==> config.mk <==
export PLATFORM = sky130hd
export DESIGN_NAME = wdrc_top
export DESIGN_NICKNAME = d
export VERILOG_FILES = /design/src/verilog/wdrc_period_timer.v /design/src/verilog/wdrc_sync2.v /design/src/verilog/wdrc_top.v
export VERILOG_INCLUDE_DIRS = /design/src /design/src/shared
export SDC_FILE = /design/constraint.sdc
export NUM_CORES = 1
export LEC_CHECK = 0
export BUFFER_PORTS_ARGS = -buffer_cell sky130_fd_sc_hd__buf_4
export CAP_MARGIN = 10
export CORE_MARGIN = 1
export CORE_UTILIZATION = 48
export CTS_CLUSTER_SIZE = 20
export DETAILED_ROUTE_END_ITERATION = 8
export PLACE_DENSITY_LB_ADDON = 0.05
export RECOVER_POWER = 100
export SYNTH_ARGS = -nofsm -noshare
export SYNTH_HDL_FRONTEND = slang
export SYNTH_SLANG_ARGS = --single-unit
==> constraint.sdc <==
create_clock -name clk_in -period 3.07 [get_ports clk_in]
set_clock_uncertainty 0.15 [all_clocks]
set_input_delay 0.307 -clock clk_in [delete_from_list [all_inputs] [get_ports clk_in]]
set_output_delay 0.307 -clock clk_in [all_outputs]
set_load 0.1 [all_outputs]
==> src/shared/wdrc_regs.vh <==
// Register map, field positions, reset values and counts of the watchdog
`ifndef WDRC_REGS_VH
`define WDRC_REGS_VH

// Byte addresses on the register bus
`define WDRC_ADDR_CAUSE 4'h0
`define WDRC_ADDR_CTRL 4'h4

// Reset-cause status fields
`define WDRC_CAUSE_POR 0
`define WDRC_CAUSE_EXT 1
`define WDRC_CAUSE_BOD 2
`define WDRC_CAUSE_WDG 3
`define WDRC_CAUSE_RESET 4'h1

// Supervision control fields
`define WDRC_CTRL_PSEL0 0
`define WDRC_CTRL_PSEL2 2
`define WDRC_CTRL_WDE 3
`define WDRC_CTRL_PROTECTED_CHANGE_ENABLE 4
`define WDRC_CTRL_PSEL3 5
`define WDRC_CTRL_IE 6
`define WDRC_CTRL_IF 7
`define WDRC_PSEL_RESET 4'h0

// Timed change window in system clocks
`define WDRC_CHG_CYCLES 3'h4

// Period table: code 0 is 2048 oscillator cycles, doubling up to code 9
`define WDRC_PSEL_MAX 4'h9
`define WDRC_BASE_CYCLES 21'h000800

// Bus responses
`define WDRC_RESP_OKAY 2'h0
`define WDRC_RESP_SLVERR 2'h2

`endif

==> src/verilog/wdrc_period_timer.v <==
// Oscillator-tick counter that flags expiry of the selected period
module wdrc_period_timer (
    // Clock and reset
    input wire clk_in,
    input wire rst_n_in,
    // Control
    input wire run_in,
    input wire restart_in,
    input wire tick_in,
    input wire [3:0] period_sel_in,
    // Expiry
    output reg expire_out
);
`include "wdrc_regs.vh"

    reg [20:0] count_r;
    reg [20:0] count_nxt;
    wire [3:0] sel;
    wire [20:0] limit;

    // Reserved codes behave as the longest period
    assign sel = (period_sel_in > `WDRC_PSEL_MAX) ? `WDRC_PSEL_MAX :
        period_sel_in;
    assign limit = `WDRC_BASE_CYCLES << sel;

    always @*
    begin
        count_nxt = count_r;
        if (restart_in || !run_in)
            count_nxt = 21'h000000;
        else if (tick_in)
            count_nxt = (count_r + 21'h000001 >= limit) ? 21'h000000 :
                count_r + 21'h000001;
    end

    always @(posedge clk_in or negedge rst_n_in)
    begin
        if (!rst_n_in)
        begin
            count_r <= 21'h000000;
            expire_out <= 1'b0;
        end
        else
        begin
            count_r <= count_nxt;
            expire_out <= run_in && !restart_in && tick_in &&
                (count_r + 21'h000001 >= limit);
        end
    end
endmodule // wdrc_period_timer

==> src/verilog/wdrc_sync2.v <==
// Two-stage synchroniser for signals arriving from outside the clock domain
module wdrc_sync2 #(
    parameter WIDTH = 1
) (
    // Clock and reset
    input wire clk_in,
    input wire rst_n_in,
    // Data
    input wire [WIDTH-1:0] async_in,
    output wire [WIDTH-1:0] sync_out
);
    reg [WIDTH-1:0] meta_r;
    reg [WIDTH-1:0] sync_r;

    always @(posedge clk_in or negedge rst_n_in)
    begin
        if (!rst_n_in)
        begin
            meta_r <= {WIDTH{1'b0}};
            sync_r <= {WIDTH{1'b0}};
        end
        else
        begin
            meta_r <= async_in;
            sync_r <= meta_r;
        end
    end

    assign sync_out = sync_r;
endmodule // wdrc_sync2

==> src/verilog/wdrc_top.v <==
// Watchdog with reset-cause flags, reference enable and AXI4-Lite registers
//
// Local design decisions: the address map and the AXI4-Lite register port.
module wdrc_top (
    // Clock and power-on reset
    input wire clk_in,
    input wire rst_n_in,
    // AXI4-Lite write address and data
    input wire [3:0] s_axi_awaddr_in,
    input wire s_axi_awvalid_in,
    output wire s_axi_awready_out,
    input wire [31:0] s_axi_wdata_in,
    input wire [3:0] s_axi_wstrb_in,
    input wire s_axi_wvalid_in,
    output wire s_axi_wready_out,
    // AXI4-Lite write response
    output reg [1:0] s_axi_bresp_out,
    output reg s_axi_bvalid_out,
    input wire s_axi_bready_in,
    // AXI4-Lite read
    input wire [3:0] s_axi_araddr_in,
    input wire s_axi_arvalid_in,
    output wire s_axi_arready_out,
    output reg [31:0] s_axi_rdata_out,
    output reg [1:0] s_axi_rresp_out,
    output reg s_axi_rvalid_out,
    input wire s_axi_rready_in,
    // Core side: restart instruction and vector service, one-cycle pulses
    input wire restart_in,
    input wire irq_ack_in,
    // Pins and fuses from outside the clock domain
    input wire osc_in,
    input wire ext_reset_in,
    input wire brownout_reset_in,
    input wire always_on_fuse_in,
    input wire brownout_fuse_en_in,
    // Same-clock analog controls
    input wire comparator_reference_select_in,
    input wire converter_enable_in,
    // Outputs
    output wire timeout_irq_out,
    output reg sys_reset_out,
    output reg reference_enable_out
);
`include "wdrc_regs.vh"

    wire [4:0] pins_s;
    wire osc_s;
    wire ext_s;
    wire bod_s;
    wire fuse_s;
    wire bod_fuse_s;
    reg osc_d_r;
    reg ext_d_r;
    reg bod_d_r;
    wire osc_tick;
    wire ext_event;
    wire bod_event;

    reg [3:0] cause_r;
    reg [3:0] cause_nxt;
    reg if_r;
    reg if_nxt;
    reg ie_r;
    reg ie_nxt;
    reg wde_r;
    reg wde_nxt;
    reg [3:0] psel_r;
    reg [3:0] psel_nxt;
    reg [2:0] window_r;
    reg [2:0] window_nxt;
    wire wde_eff;
    wire ie_eff;
    wire run;
    wire expire;
    wire reset_action;
    wire irq_action;
    wire [7:0] ctrl_rd;

    reg aw_full_r;
    reg [3:0] aw_addr_r;
    reg w_full_r;
    reg [7:0] w_data_r;
    reg w_lane_r;
    wire wr_do;
    wire wr_cause;
    wire wr_ctrl;
    wire [7:0] wd;

    wdrc_sync2 #(
        .WIDTH(5)
    ) u_sync (
        .clk_in(clk_in),
        .rst_n_in(rst_n_in),
        .async_in({osc_in, ext_reset_in, brownout_reset_in,
            always_on_fuse_in, brownout_fuse_en_in}),
        .sync_out(pins_s)
    );

    assign osc_s = pins_s[4];
    assign ext_s = pins_s[3];
    assign bod_s = pins_s[2];
    assign fuse_s = pins_s[1];
    assign bod_fuse_s = pins_s[0];

    // Edge detection runs only on the synchronised copies
    always @(posedge clk_in or negedge rst_n_in)
    begin
        if (!rst_n_in)
        begin
            osc_d_r <= 1'b0;
            ext_d_r <= 1'b0;
            bod_d_r <= 1'b0;
        end
        else
        begin
            osc_d_r <= osc_s;
            ext_d_r <= ext_s;
            bod_d_r <= bod_s;
        end
    end

    assign osc_tick = osc_s && !osc_d_r;
    assign ext_event = ext_s && !ext_d_r;
    assign bod_event = bod_s && !bod_d_r;

    // Effective mode bits as the hardware sees and software reads them
    assign wde_eff = fuse_s || wde_r ||
        cause_r[`WDRC_CAUSE_WDG];
    assign ie_eff = ie_r && !fuse_s;
    assign run = wde_eff || ie_eff;

    wdrc_period_timer u_timer (
        .clk_in(clk_in),
        .rst_n_in(rst_n_in),
        .run_in(run),
        .restart_in(restart_in),
        .tick_in(osc_tick),
        .period_sel_in(psel_r),
        .expire_out(expire)
    );

    // Combined mode resets at an expiry while the first interrupt's flag is still set
    assign reset_action = expire && wde_eff &&
        (!ie_eff || if_r);
    assign irq_action = expire && ie_eff && !if_r;
    assign timeout_irq_out = if_r && ie_eff;

    // Bus write path: address and data taken in either order
    assign s_axi_awready_out = !aw_full_r && !s_axi_bvalid_out;
    assign s_axi_wready_out = !w_full_r && !s_axi_bvalid_out;
    assign wr_do = aw_full_r && w_full_r && !s_axi_bvalid_out;
    assign wr_cause = wr_do && w_lane_r && (aw_addr_r == `WDRC_ADDR_CAUSE);
    assign wr_ctrl = wr_do && w_lane_r && (aw_addr_r == `WDRC_ADDR_CTRL);
    assign wd = w_data_r;

    always @(posedge clk_in or negedge rst_n_in)
    begin
        if (!rst_n_in)
        begin
            aw_full_r <= 1'b0;
            aw_addr_r <= 4'h0;
            w_full_r <= 1'b0;
            w_data_r <= 8'h00;
            w_lane_r <= 1'b0;
            s_axi_bvalid_out <= 1'b0;
            s_axi_bresp_out <= `WDRC_RESP_OKAY;
        end
        else
        begin
            if (s_axi_awvalid_in && s_axi_awready_out)
            begin
                aw_full_r <= 1'b1;
                aw_addr_r <= {s_axi_awaddr_in[3:2], 2'b00};
            end
            if (s_axi_wvalid_in && s_axi_wready_out)
            begin
                w_full_r <= 1'b1;
                w_data_r <= s_axi_wdata_in[7:0];
                w_lane_r <= s_axi_wstrb_in[0];
            end
            if (wr_do)
            begin
                aw_full_r <= 1'b0;
                w_full_r <= 1'b0;
                s_axi_bvalid_out <= 1'b1;
                s_axi_bresp_out <= (aw_addr_r == `WDRC_ADDR_CAUSE ||
                    aw_addr_r == `WDRC_ADDR_CTRL) ? `WDRC_RESP_OKAY :
                    `WDRC_RESP_SLVERR;
            end
            else if (s_axi_bready_in)
                s_axi_bvalid_out <= 1'b0;
        end
    end

    // Watchdog and cause state; hardware sets win over software clears
    always @*
    begin
        cause_nxt = cause_r;
        if_nxt = if_r;
        ie_nxt = ie_r;
        wde_nxt = wde_r;
        psel_nxt = psel_r;
        window_nxt = (window_r != 3'h0) ? window_r - 3'h1 : 3'h0;
        if (wr_cause)
            cause_nxt = cause_r & wd[3:0];
        if (wr_ctrl)
        begin
            if (wd[`WDRC_CTRL_IF])
                if_nxt = 1'b0;
            ie_nxt = wd[`WDRC_CTRL_IE] && !fuse_s;
            if (wd[`WDRC_CTRL_PROTECTED_CHANGE_ENABLE] && wd[`WDRC_CTRL_WDE])
            begin
                wde_nxt = 1'b1;
                window_nxt = `WDRC_CHG_CYCLES;
            end
            else if (window_r != 3'h0 && !wd[`WDRC_CTRL_PROTECTED_CHANGE_ENABLE])
            begin
                wde_nxt = wd[`WDRC_CTRL_WDE];
                psel_nxt = {wd[`WDRC_CTRL_PSEL3],
                    wd[`WDRC_CTRL_PSEL2:`WDRC_CTRL_PSEL0]};
                window_nxt = 3'h0;
            end
            else
                wde_nxt = wde_r || wd[`WDRC_CTRL_WDE];
        end
        if (irq_ack_in && timeout_irq_out)
        begin
            if_nxt = 1'b0;
            if (wde_eff)
                ie_nxt = 1'b0;
        end
        if (irq_action)
            if_nxt = 1'b1;
        // Non-power-on resets restore control defaults but keep reset enable
        if (reset_action || ext_event || bod_event)
        begin
            if_nxt = 1'b0;
            ie_nxt = 1'b0;
            psel_nxt = `WDRC_PSEL_RESET;
            window_nxt = 3'h0;
            wde_nxt = wde_r || reset_action;
        end
        if (reset_action)
            cause_nxt[`WDRC_CAUSE_WDG] = 1'b1;
        if (bod_event)
            cause_nxt[`WDRC_CAUSE_BOD] = 1'b1;
        if (ext_event)
            cause_nxt[`WDRC_CAUSE_EXT] = 1'b1;
    end

    always @(posedge clk_in or negedge rst_n_in)
    begin
        if (!rst_n_in)
        begin
            cause_r <= `WDRC_CAUSE_RESET;
            if_r <= 1'b0;
            ie_r <= 1'b0;
            wde_r <= 1'b0;
            psel_r <= `WDRC_PSEL_RESET;
            window_r <= 3'h0;
            sys_reset_out <= 1'b0;
            reference_enable_out <= 1'b0;
        end
        else
        begin
            cause_r <= cause_nxt;
            if_r <= if_nxt;
            ie_r <= ie_nxt;
            wde_r <= wde_nxt;
            psel_r <= psel_nxt;
            window_r <= window_nxt;
            sys_reset_out <= reset_action;
            reference_enable_out <= bod_fuse_s ||
                comparator_reference_select_in || converter_enable_in;
        end
    end

    assign ctrl_rd = {if_r, ie_eff, psel_r[3], (window_r != 3'h0), wde_eff,
        psel_r[2:0]};

    // Bus read path: one-cycle answer
    assign s_axi_arready_out = !s_axi_rvalid_out;

    always @(posedge clk_in or negedge rst_n_in)
    begin
        if (!rst_n_in)
        begin
            s_axi_rvalid_out <= 1'b0;
            s_axi_rdata_out <= 32'h00000000;
            s_axi_rresp_out <= `WDRC_RESP_OKAY;
        end
        else if (s_axi_arvalid_in && s_axi_arready_out)
        begin
            s_axi_rvalid_out <= 1'b1;
            s_axi_rresp_out <= `WDRC_RESP_OKAY;
            case ({s_axi_araddr_in[3:2], 2'b00})
                `WDRC_ADDR_CAUSE:
                    s_axi_rdata_out <= {28'h0000000, cause_r};
                `WDRC_ADDR_CTRL: s_axi_rdata_out <= {24'h000000, ctrl_rd};
                default:
                begin
                    s_axi_rdata_out <= 32'h00000000;
                    s_axi_rresp_out <= `WDRC_RESP_SLVERR;
                end
            endcase
        end
        else if (s_axi_rready_in)
            s_axi_rvalid_out <= 1'b0;
    end
endmodule // wdrc_top
==> results of run 1 <==
final cells by class:
type | count | area, um2 | area share [%]
Tap cell | 102 | 127.6 | 2.578
Clock inverter | 4 | 48.80 | 0.9858
Clock buffer | 12 | 145.1 | 2.932
Multi-Input combinational cell | 286 | 1959 | 39.59
Timing Repair Buffer | 99 | 720.7 | 14.56
Sequential cell | 76 | 1903 | 38.45
Inverter | 12 | 45.04 | 0.9100
worst reg2reg max path, cell delays in order (launching register included):
cell	delay, ns
sky130_fd_sc_hd__dfrtp_1	0.35
sky130_fd_sc_hd__nand4_1	0.14
sky130_fd_sc_hd__or4_4	0.61
sky130_fd_sc_hd__nor2_4	0.15
sky130_fd_sc_hd__xor2_2	0.17
sky130_fd_sc_hd__ha_1	0.26
sky130_fd_sc_hd__a22o_1	0.26
sky130_fd_sc_hd__o41ai_4	0.29
sky130_fd_sc_hd__buf_6	0.17
sky130_fd_sc_hd__buf_2	0.18
sky130_fd_sc_hd__a31oi_1	0.10
sky130_fd_sc_hd__a31oi_1	0.15
placed cells by master, fill, tap and decap left out, types with 7 or more instances in the layout:
cell,n
sky130_fd_sc_hd__nand2_1,43
sky130_fd_sc_hd__buf_6,8
sky130_fd_sc_hd__dfrtp_1,75
sky130_fd_sc_hd__conb_1,26
sky130_fd_sc_hd__dlygate4sd3_1,8
sky130_fd_sc_hd__o211ai_1,7
sky130_fd_sc_hd__mux2_2,11
sky130_fd_sc_hd__a22o_1,9
sky130_fd_sc_hd__inv_1,12
sky130_fd_sc_hd__ha_1,10
sky130_fd_sc_hd__o21ai_0,18
sky130_fd_sc_hd__buf_4,57
sky130_fd_sc_hd__nand4_1,7
sky130_fd_sc_hd__mux2i_1,7
sky130_fd_sc_hd__nor2b_1,10
sky130_fd_sc_hd__clkbuf_1,20
sky130_fd_sc_hd__nor2_1,21
sky130_fd_sc_hd__clkbuf_8,10
sky130_fd_sc_hd__nand3_1,17
path summary, 6_finish.rpt:
check	end	slack [ns]	start	cells after the start
setup / recovery	u_timer.count_r[2]$_DFFE_PN0P_	0.003	u_timer.count_r[8]$_DFFE_PN0P_	11
hold reg to reg	u_sync.sync_out[4]$_DFF_PN0_	0.19	u_sync.meta_r[4]$_DFF_PN0_	0
max in group asynchronous	cause_r[1]$_DFFE_PN0P_	0.78	rst_n_in	2
setup reg to reg	u_timer.count_r[2]$_DFFE_PN0P_	0.003	u_timer.count_r[8]$_DFFE_PN0P_	11
hold / removal	reference_enable_out$_DFF_PN0_	0.007	comparator_reference_select_in	2
min in group asynchronous	u_sync.sync_out[0]$_DFF_PN0_	0.88	rst_n_in	2
state kept, by name, indices dropped and copies added (netlist names), 2 cells and up:
| signal | flops |
|---|---|
| aw_addr_r | 2 |
| cause_r | 4 |
| psel_r | 4 |
| s_axi_rdata_out | 8 |
| u_sync.meta_r | 5 |
| u_sync.sync_out | 5 |
| u_timer.count_r | 21 |
| w_data_r | 8 |
| window_r | 3 |
layer usage:
layer / wire, um / up-vias / track usage [%]
met5: 0 / - / 0
met2: 4123 / 50 / 33.64
li1: - / 1502 / -
met3: 238 / 8 / 4.146
met1: 3917 / 1486 / 28.22
met4: 71 / 0 / 4.427
repair_timing:
action,CTS,global route
endpoints found under the setup margin,22,22
hold buffers,8,0
gates cloned,1,1
gates resized for setup,19,27
buffers inserted,4,6
pin swaps,2,21
endpoints found under the hold margin,33,0
power breakdown:
group          leakage (uW)  internal (uW)  switching (uW)
logic               0.00118            207             643
registers          0.000975           1140             100
clock network      0.000100            398             367
total               0.00226           1740            1110
cell families (layout without fill, tap and decap cells):
logic type | after synthesis | in the layout | synth area share (%)
compound gates | 67 | 67 | 11.27
xor+xnor | 11 | 11 | 2.480
fa+ha+maj | 13 | 13 | 4.187
buf+inv | 51 | 127 | 7.665
flops | 76 | 76 | 48.99
mux | 18 | 18 | 4.992
other cells | 1 | 26 | 0.09653
simple gates | 151 | 151 | 20.32
metrics by stage:
stage                     instance area, um2  hold slack (ns)  utilization, %  power [uW]  setup TNS (ns)
after CTS                               4841        0.0006130           62.32        2922        -0.05907
after floorplan                         4009          -0.1386               -        1962               0
after global placement                  4469           0.1820           57.54        2128          -2.541
after detailed placement                4469           0.1855           57.54        2138          -4.219
final                                   4950         0.007296           63.72        2853               0
after global routing                    4950         0.003089           63.72        2987          -1.157
==> run_summary.xml, run 1 <==
<?xml version="1.0" encoding="UTF-8"?>
<metrics>
  <group name="timing">
    <metric name="worst-slew-pin-transition" unit="ns">1.875</metric>
    <metric name="finalCritPeriodShare" unit="%">99.92</metric>
    <metric name="drv_slew" unit="">77</metric>
    <metric name="setup_viol_count_final" unit="">0</metric>
    <metric name="max_clock_freq" unit="GHz">0.3260</metric>
    <metric name="max_slew_margin" unit="%">-24.99</metric>
    <metric name="unrepaired_setup_endpoints_after_global_routing" unit="">yes</metric>
    <metric name="finalWorstSetupSlack" unit="ns">0.002571</metric>
    <metric name="finalCriticalPeriod" unit="ns">3.067</metric>
    <metric name="report.final.hold_viol_count" unit="">0</metric>
  </group>
  <group name="setup_path">
    <metric name="worst_path_dominant_cell_family" unit="">simple AND/OR/NAND/NOR gates</metric>
    <metric name="setup.worst_path.end_class" unit="">register</metric>
    <metric name="worst_path_most_repeated_cell" unit="">sky130_fd_sc_hd__a31oi_1</metric>
    <metric name="crit_path_start_kind" unit="">register</metric>
    <metric name="critPathMaxStageDelay" unit="ns">0.61</metric>
    <metric name="cp_data_required_time" unit="ns">3.18</metric>
    <metric name="critPathMaxFanout" unit="">6</metric>
    <metric name="crit_type" unit="">register to register</metric>
    <metric name="highest_delay_cell_along_the_critical_path" unit="">sky130_fd_sc_hd__or4_4</metric>
    <metric name="worstPathCellList" unit="">nand4_1 &gt; or4_4 &gt; nor2_4 &gt; xor2_2 &gt; ha_1 &gt; a22o_1 &gt; o41ai_4 &gt; buf_6 &gt; buf_2 &gt; a31oi_1 &gt; a31oi_1</metric>
    <metric name="endpoint_arrival_time_on_the_critical_path" unit="ns">3.18</metric>
    <metric name="crit_buf_inv" unit="">2</metric>
  </group>
  <group name="routing">
    <metric name="dr_total_vias" unit="">3046</metric>
    <metric name="drt_drc_violations_left" unit="">0</metric>
    <metric name="drt_iter0_drc" unit="">100</metric>
    <metric name="via_per_inst" unit="">5.154</metric>
    <metric name="detail_route.wirelength" unit="um">8351</metric>
    <metric name="detail_route.wl_per_cell" unit="um">14.13</metric>
    <metric name="ant_nets" unit="">0</metric>
    <metric name="drtPass1Iterations" unit="">4</metric>
  </group>
  <group name="global_route">
    <metric name="globalRoute.totalOverflow" unit="">0</metric>
    <metric name="antenna_found_initial" unit="">0</metric>
    <metric name="grt_pass1_wl" unit="um">13680</metric>
    <metric name="grt_pass1_vias" unit="">2837</metric>
    <metric name="overall_global_routing_resource_usage" unit="%">20.53</metric>
    <metric name="pin_count_of_the_biggest_net_entering_global_routing" unit="">77</metric>
  </group>
  <group name="run_status">
    <metric name="status" unit="">complete, but fails checks</metric>
    <metric name="failing_checks" unit="">capacitance limit, slew limit</metric>
  </group>
  <group name="synthesis">
    <metric name="edff_count_synth" unit="">0</metric>
    <metric name="synthesis.area" unit="um2">3885</metric>
    <metric name="syn-instance-count" unit="">388</metric>
    <metric name="avgSynthCellArea" unit="um2">10.01</metric>
    <metric name="synth_top_area_share" unit="%">48.31</metric>
    <metric name="synth_commonest_cells" unit="">sky130_fd_sc_hd__dfrtp_1, sky130_fd_sc_hd__nand2_1, sky130_fd_sc_hd__buf_4</metric>
    <metric name="synth_area_leaders" unit="">sky130_fd_sc_hd__dfrtp_1, sky130_fd_sc_hd__buf_4, sky130_fd_sc_hd__nand2_1</metric>
    <metric name="synth.most_common_cell" unit="">sky130_fd_sc_hd__dfrtp_1</metric>
    <metric name="yosys.cell_types.count" unit="">53</metric>
    <metric name="synth.ff_latch_count" unit="">76</metric>
    <metric name="synth_async_sr_flop_share" unit="%">100.0</metric>
    <metric name="yosys_warnings" unit="">0</metric>
    <metric name="yosys_most_used_dff" unit="">sky130_fd_sc_hd__dfrtp_1</metric>
    <metric name="netlist.top_cell.by_area" unit="">sky130_fd_sc_hd__dfrtp_1</metric>
    <metric name="seq_total_area_yosys" unit="%">48.99</metric>
  </group>
  <group name="cells_and_area">
    <metric name="final_standard_cell_count_with_taps_included_and_fillers_excluded" unit="">591</metric>
    <metric name="syn_to_final_growth" unit="%">27.41</metric>
    <metric name="antennaDiodeCount" unit="">0</metric>
    <metric name="final.fill_count" unit="">690</metric>
    <metric name="drive_above_1_share" unit="%">27.20</metric>
    <metric name="finish.net_count" unit="">557</metric>
  </group>
  <group name="clock_tree">
    <metric name="tritoncts" unit="">built</metric>
    <metric name="ctsRootBufferMaster" unit="">sky130_fd_sc_hd__clkbuf_8</metric>
    <metric name="max-clock-path-buffers" unit="">2</metric>
    <metric name="cts_made_buffers" unit="">9</metric>
    <metric name="clock_latency" unit="ns">0.34</metric>
    <metric name="clk_pin_slew" unit="ns">0.09</metric>
    <metric name="cts.sinks" unit="">76</metric>
    <metric name="htreeDepth" unit="">3</metric>
  </group>
  <group name="die">
    <metric name="number_of_placement_rows" unit="">32</metric>
    <metric name="fp.coreArea" unit="um2">7767</metric>
    <metric name="dieArea" unit="um2">8458</metric>
    <metric name="dieWidth" unit="um">91.97</metric>
    <metric name="floorplan.io_pins" unit="">104</metric>
    <metric name="fp.dieH" unit="um">91.97</metric>
    <metric name="starting_utilization_of_the_core_area" unit="%">50.02</metric>
  </group>
  <group name="pwr">
    <metric name="p_leak" unit="uW">0.002257</metric>
    <metric name="power.density" unit="nW/um2">576.3</metric>
    <metric name="worst_ir_drop_vdd" unit="mV">0.5986</metric>
  </group>
  <group name="worst_hold_path">
    <metric name="min_path_type" unit="">primary input to register</metric>
  </group>
  <group name="placement">
    <metric name="port_buffers" unit="">46</metric>
    <metric name="preCtsSetupSlack" unit="ns">-0.2947</metric>
    <metric name="dp.cells" unit="">556</metric>
    <metric name="dp.final_hpwl" unit="um">5646</metric>
    <metric name="place_congestion" unit="">0.8159</metric>
  </group>
  <group name="job">
    <metric name="max_cap_violations" unit="">1</metric>
  </group>
</metrics>
Note: power is estimated with default switching activity, not from simulation.
==> run 2, diff against run 1 <==
--- a/config.mk
+++ b/config.mk
@@ -8,6 +8,7 @@
 export LEC_CHECK = 0
 export BUFFER_PORTS_ARGS = -buffer_cell sky130_fd_sc_hd__buf_4
 export CAP_MARGIN = 10
+export CORE_ASPECT_RATIO = 2
 export CORE_MARGIN = 1
 export CORE_UTILIZATION = 48
 export CTS_CLUSTER_SIZE = 20
@@ -16,4 +17,5 @@
 export RECOVER_POWER = 100
 export SYNTH_ARGS = -nofsm -noshare
 export SYNTH_HDL_FRONTEND = slang
+export SYNTH_HIERARCHICAL = 1
 export SYNTH_SLANG_ARGS = --single-unit
==> run 2 against run 1 <==
The run ends with capacitance limit, slew limit, setup timing left. Die area rose by 0.89%. Combinational power is 5.6% higher. Global-route usage grew 4.2 points. Non-clock buffer count is 7 higher. Power grew 14%. Via count rose by 2.9%. Flip-flop and latch count unchanged. Synthesized cell count shrank 5.7%. Sequential share of layout area shrank 1.9 points. Register-to-register slack worse by 0.11 ns. Core utilization is 2.3 points higher. Area after synthesis rose by 0.64%. Critical endpoint is now u_timer/count_r[4]$_DFFE_PN0P_.
==> run_summary.xml, run 2 <==
<?xml version="1.0" encoding="UTF-8"?>
<metrics>
  <group name="setup_path">
    <metric name="critPathMaxFanout" unit="">5</metric>
    <metric name="highest_delay_cell_along_the_critical_path" unit="">sky130_fd_sc_hd__a221oi_4</metric>
    <metric name="crit_path_start_kind" unit="">register</metric>
    <metric name="worstPathCellList" unit="">buf_4 &gt; nand4_1 &gt; nor4_2 &gt; buf_4 &gt; nand4_1 &gt; xnor2_1 &gt; ha_1 &gt; nand4_1 &gt; a221oi_4 &gt; buf_12 &gt; buf_16 &gt; nor3_2 &gt; o21a_1</metric>
    <metric name="critPathMaxStageDelay" unit="ns">0.44</metric>
    <metric name="setup.worst_path.end_class" unit="">register</metric>
    <metric name="crit_type" unit="">register to register</metric>
    <metric name="cp_data_required_time" unit="ns">3.14</metric>
    <metric name="worst_path_most_repeated_cell" unit="">sky130_fd_sc_hd__nand4_1</metric>
    <metric name="endpoint_arrival_time_on_the_critical_path" unit="ns">3.25</metric>
  </group>
  <group name="timing">
    <metric name="unrepaired_setup_endpoints_after_global_routing" unit="">yes</metric>
    <metric name="max_clock_freq" unit="GHz">0.3145</metric>
    <metric name="report.final.hold_viol_count" unit="">0</metric>
    <metric name="finalWorstSetupSlack" unit="ns">-0.1093</metric>
    <metric name="finalCritPeriodShare" unit="%">103.6</metric>
    <metric name="finalCriticalPeriod" unit="ns">3.179</metric>
    <metric name="setup_viol_count_final" unit="">20</metric>
    <metric name="drv_slew" unit="">77</metric>
    <metric name="max_slew_margin" unit="%">-24.82</metric>
    <metric name="worst-slew-pin-transition" unit="ns">1.872</metric>
  </group>
  <group name="placement">
    <metric name="postPlaceCellArea" unit="um2">4501</metric>
    <metric name="place_congestion" unit="">0.8105</metric>
    <metric name="dp.final_hpwl" unit="um">6519</metric>
    <metric name="preCtsSetupSlack" unit="ns">-0.2405</metric>
    <metric name="dp.cells" unit="">528</metric>
    <metric name="port_buffers" unit="">46</metric>
  </group>
  <group name="die">
    <metric name="dieWidth" unit="um">65.82</metric>
    <metric name="floorplan.io_pins" unit="">104</metric>
    <metric name="fp.coreArea" unit="um2">7885</metric>
    <metric name="fp.dieH" unit="um">129.6</metric>
    <metric name="dieArea" unit="um2">8533</metric>
    <metric name="starting_utilization_of_the_core_area" unit="%">49.59</metric>
    <metric name="number_of_placement_rows" unit="">46</metric>
  </group>
  <group name="global_route">
    <metric name="grt_pass1_vias" unit="">3375</metric>
    <metric name="overall_global_routing_resource_usage" unit="%">24.69</metric>
    <metric name="antenna_found_initial" unit="">0</metric>
    <metric name="grt_pass1_wl" unit="um">15590</metric>
    <metric name="globalRoute.totalOverflow" unit="">0</metric>
    <metric name="pin_count_of_the_biggest_net_entering_global_routing" unit="">77</metric>
  </group>
  <group name="routing">
    <metric name="drt_drc_violations_left" unit="">0</metric>
    <metric name="via_per_inst" unit="">5.500</metric>
    <metric name="drt_iter0_drc" unit="">145</metric>
    <metric name="dr_total_vias" unit="">3135</metric>
    <metric name="drtPass1Iterations" unit="">4</metric>
    <metric name="detail_route.wl_per_cell" unit="um">16.80</metric>
    <metric name="ant_nets" unit="">0</metric>
    <metric name="detail_route.wirelength" unit="um">9578</metric>
  </group>
  <group name="pwr">
    <metric name="p_leak" unit="uW">0.002391</metric>
    <metric name="worst_ir_drop_vdd" unit="mV">0.6798</metric>
    <metric name="power.density" unit="nW/um2">623.5</metric>
  </group>
  <group name="cells_and_area">
    <metric name="postLayoutCellArea" unit="um2">5202</metric>
    <metric name="finish.net_count" unit="">542</metric>
    <metric name="post-route-util" unit="%">65.98</metric>
    <metric name="final_standard_cell_count_with_taps_included_and_fillers_excluded" unit="">570</metric>
    <metric name="registers.top_by_ff_count" unit="">u_timer/count_r</metric>
    <metric name="drive_above_1_share" unit="%">32.91</metric>
    <metric name="layout_commonest_cell" unit="">sky130_fd_sc_hd__dfrtp_1</metric>
    <metric name="mostFrequentLayoutCells" unit="">sky130_fd_sc_hd__dfrtp_1, sky130_fd_sc_hd__buf_4, sky130_fd_sc_hd__nand2_1</metric>
    <metric name="largest_reg_flops" unit="">21</metric>
    <metric name="reg.largest.list" unit="">u_timer/count_r: 21 flops, s_axi_rdata_out: 8 flops, w_data_r: 8 flops</metric>
    <metric name="syn_to_final_growth" unit="%">33.06</metric>
    <metric name="antennaDiodeCount" unit="">0</metric>
  </group>
  <group name="job">
    <metric name="max_cap_violations" unit="">1</metric>
  </group>
  <group name="run_status">
    <metric name="failing_checks" unit="">capacitance limit, slew limit, setup timing</metric>
    <metric name="status" unit="">complete, but fails checks</metric>
  </group>
  <group name="clock_tree">
    <metric name="cts_made_buffers" unit="">9</metric>
    <metric name="max-clock-path-buffers" unit="">2</metric>
    <metric name="cts.sinks" unit="">76</metric>
    <metric name="clk_pin_slew" unit="ns">0.06</metric>
    <metric name="ctsRootBufferMaster" unit="">sky130_fd_sc_hd__clkbuf_16</metric>
    <metric name="tritoncts" unit="">built</metric>
    <metric name="htreeDepth" unit="">3</metric>
    <metric name="clock_latency" unit="ns">0.34</metric>
  </group>
  <group name="synthesis">
    <metric name="synth.most_common_cell" unit="">sky130_fd_sc_hd__dfrtp_1</metric>
    <metric name="yosys_warnings" unit="">6</metric>
    <metric name="synth_area_leaders" unit="">sky130_fd_sc_hd__dfrtp_1, sky130_fd_sc_hd__buf_4, sky130_fd_sc_hd__ha_1</metric>
    <metric name="synthesis.area" unit="um2">3910</metric>
    <metric name="yosys_most_used_dff" unit="">sky130_fd_sc_hd__dfrtp_1</metric>
    <metric name="netlist.top_cell.by_area" unit="">sky130_fd_sc_hd__dfrtp_1</metric>
    <metric name="synth_async_sr_flop_share" unit="%">100.0</metric>
    <metric name="avgSynthCellArea" unit="um2">10.68</metric>
    <metric name="synth_commonest_cells" unit="">sky130_fd_sc_hd__dfrtp_1, sky130_fd_sc_hd__nand2_1, sky130_fd_sc_hd__buf_4</metric>
    <metric name="syn-instance-count" unit="">366</metric>
    <metric name="synth_top_area_share" unit="%">48.00</metric>
    <metric name="synth.ff_latch_count" unit="">76</metric>
    <metric name="edff_count_synth" unit="">0</metric>
    <metric name="seq_total_area_yosys" unit="%">48.67</metric>
    <metric name="yosys.cell_types.count" unit="">58</metric>
  </group>
  <group name="worst_hold_path">
    <metric name="min_path_type" unit="">primary input to register</metric>
  </group>
</metrics>
-- run 2: worst max-delay path, delay by kind of cell, from the launching register on --
family / cells / cell delay [ns]
AND/OR/NAND/NOR: 5 / 0.77
buffers and inverters: 4 / 0.64
AO/OA/AOI/OAI: 2 / 0.63
flip-flops: 1 / 0.39
adder cells (fa/ha/maj): 1 / 0.30
XOR/XNOR: 1 / 0.18
-- run 2: per-layer routing --
layer  global-route usage, %  share of wire (%)  up-vias
li1                        -                  -     1473
met1                   24.15                 33     1548
met2                   46.16                 59       82
met3                   4.401                3.1       32
met4                   14.71                4.5        0
met5                       0                  0        -
-- run 2: per-stage QoR --
stage / setup TNS, ns / hold slack (ns) / power [uW]
final: -1.406 / 0.01797 / 3244
after global routing: -4.697 / 0.02030 / 3378
after CTS: -0.4668 / 0.01483 / 3316
after detailed placement: -3.042 / 0.1864 / 2207
after global placement: -1.610 / 0.1823 / 2189
after floorplan: 0 / -0.1386 / 2027
-- run 2: cell families (layout without fill, tap and decap cells) --
kind of cell | count (synthesis) | count (layout) | share of synthesized area (%)
AND/OR/NAND/NOR | 128 | 128 | 17.82
flip-flops | 76 | 76 | 48.67
AO/OA/AOI/OAI | 74 | 74 | 14.21
buffers and inverters | 47 | 130 | 8.032
multiplexers | 17 | 17 | 4.768
adder cells (fa/ha/maj) | 13 | 13 | 4.160
XOR/XNOR | 10 | 10 | 2.240
other | 1 | 26 | 0.09591
-- run 2: power by group --
part	internal, uW	switching (uW)
Sequential	1140	111
Clock	657	433
Combinational	224	674
Total	2030	1220
-- run 2: worst paths after layout --
| path | start | end | slack [ns] | depth (start not counted) |
|---|---|---|---|---|
| worst max-delay path | u_timer/count_r[2]$_DFFE_PN0P_ | u_timer/count_r[4]$_DFFE_PN0P_ | -0.11 | 13 |
| worst min-delay path | s_axi_araddr_in[3] | s_axi_rdata_out[3]$_DFFE_PN0P_ | 0.02 | 2 |
| worst max register to register | u_timer/count_r[2]$_DFFE_PN0P_ | u_timer/count_r[4]$_DFFE_PN0P_ | -0.11 | 13 |
| worst min register to register | u_sync/meta_r[4]$_DFF_PN0_ | u_sync/sync_out[4]$_DFF_PN0_ | 0.20 | 0 |
| max in group asynchronous | rst_n_in | u_timer/count_r[10]$_DFFE_PN0P_ | 1.32 | 1 |
| min in group asynchronous | rst_n_in | u_timer/count_r[5]$_DFFE_PN0P_ | 0.32 | 1 |
-- run 2: final cells by class --
cell class / count / area (um2)
fill: 668 / 2683
tap: 96 / 120.1
clock inverter: 6 / 71.32
clock buffer: 10 / 239.0
multi-input combinational: 268 / 2026
sequential: 76 / 1903
inverter: 8 / 30.03
timing repair buffer: 106 / 813.3
-- run 2: what timing repair did --
action                     4_1_cts  5_1_grt
gates cloned                     1        1
pin swaps                       17        6
hold endpoints to repair         7        0
setup endpoints to repair       22       22
hold buffers                     7        0
buffers inserted                17        2
gates resized for setup         37        7
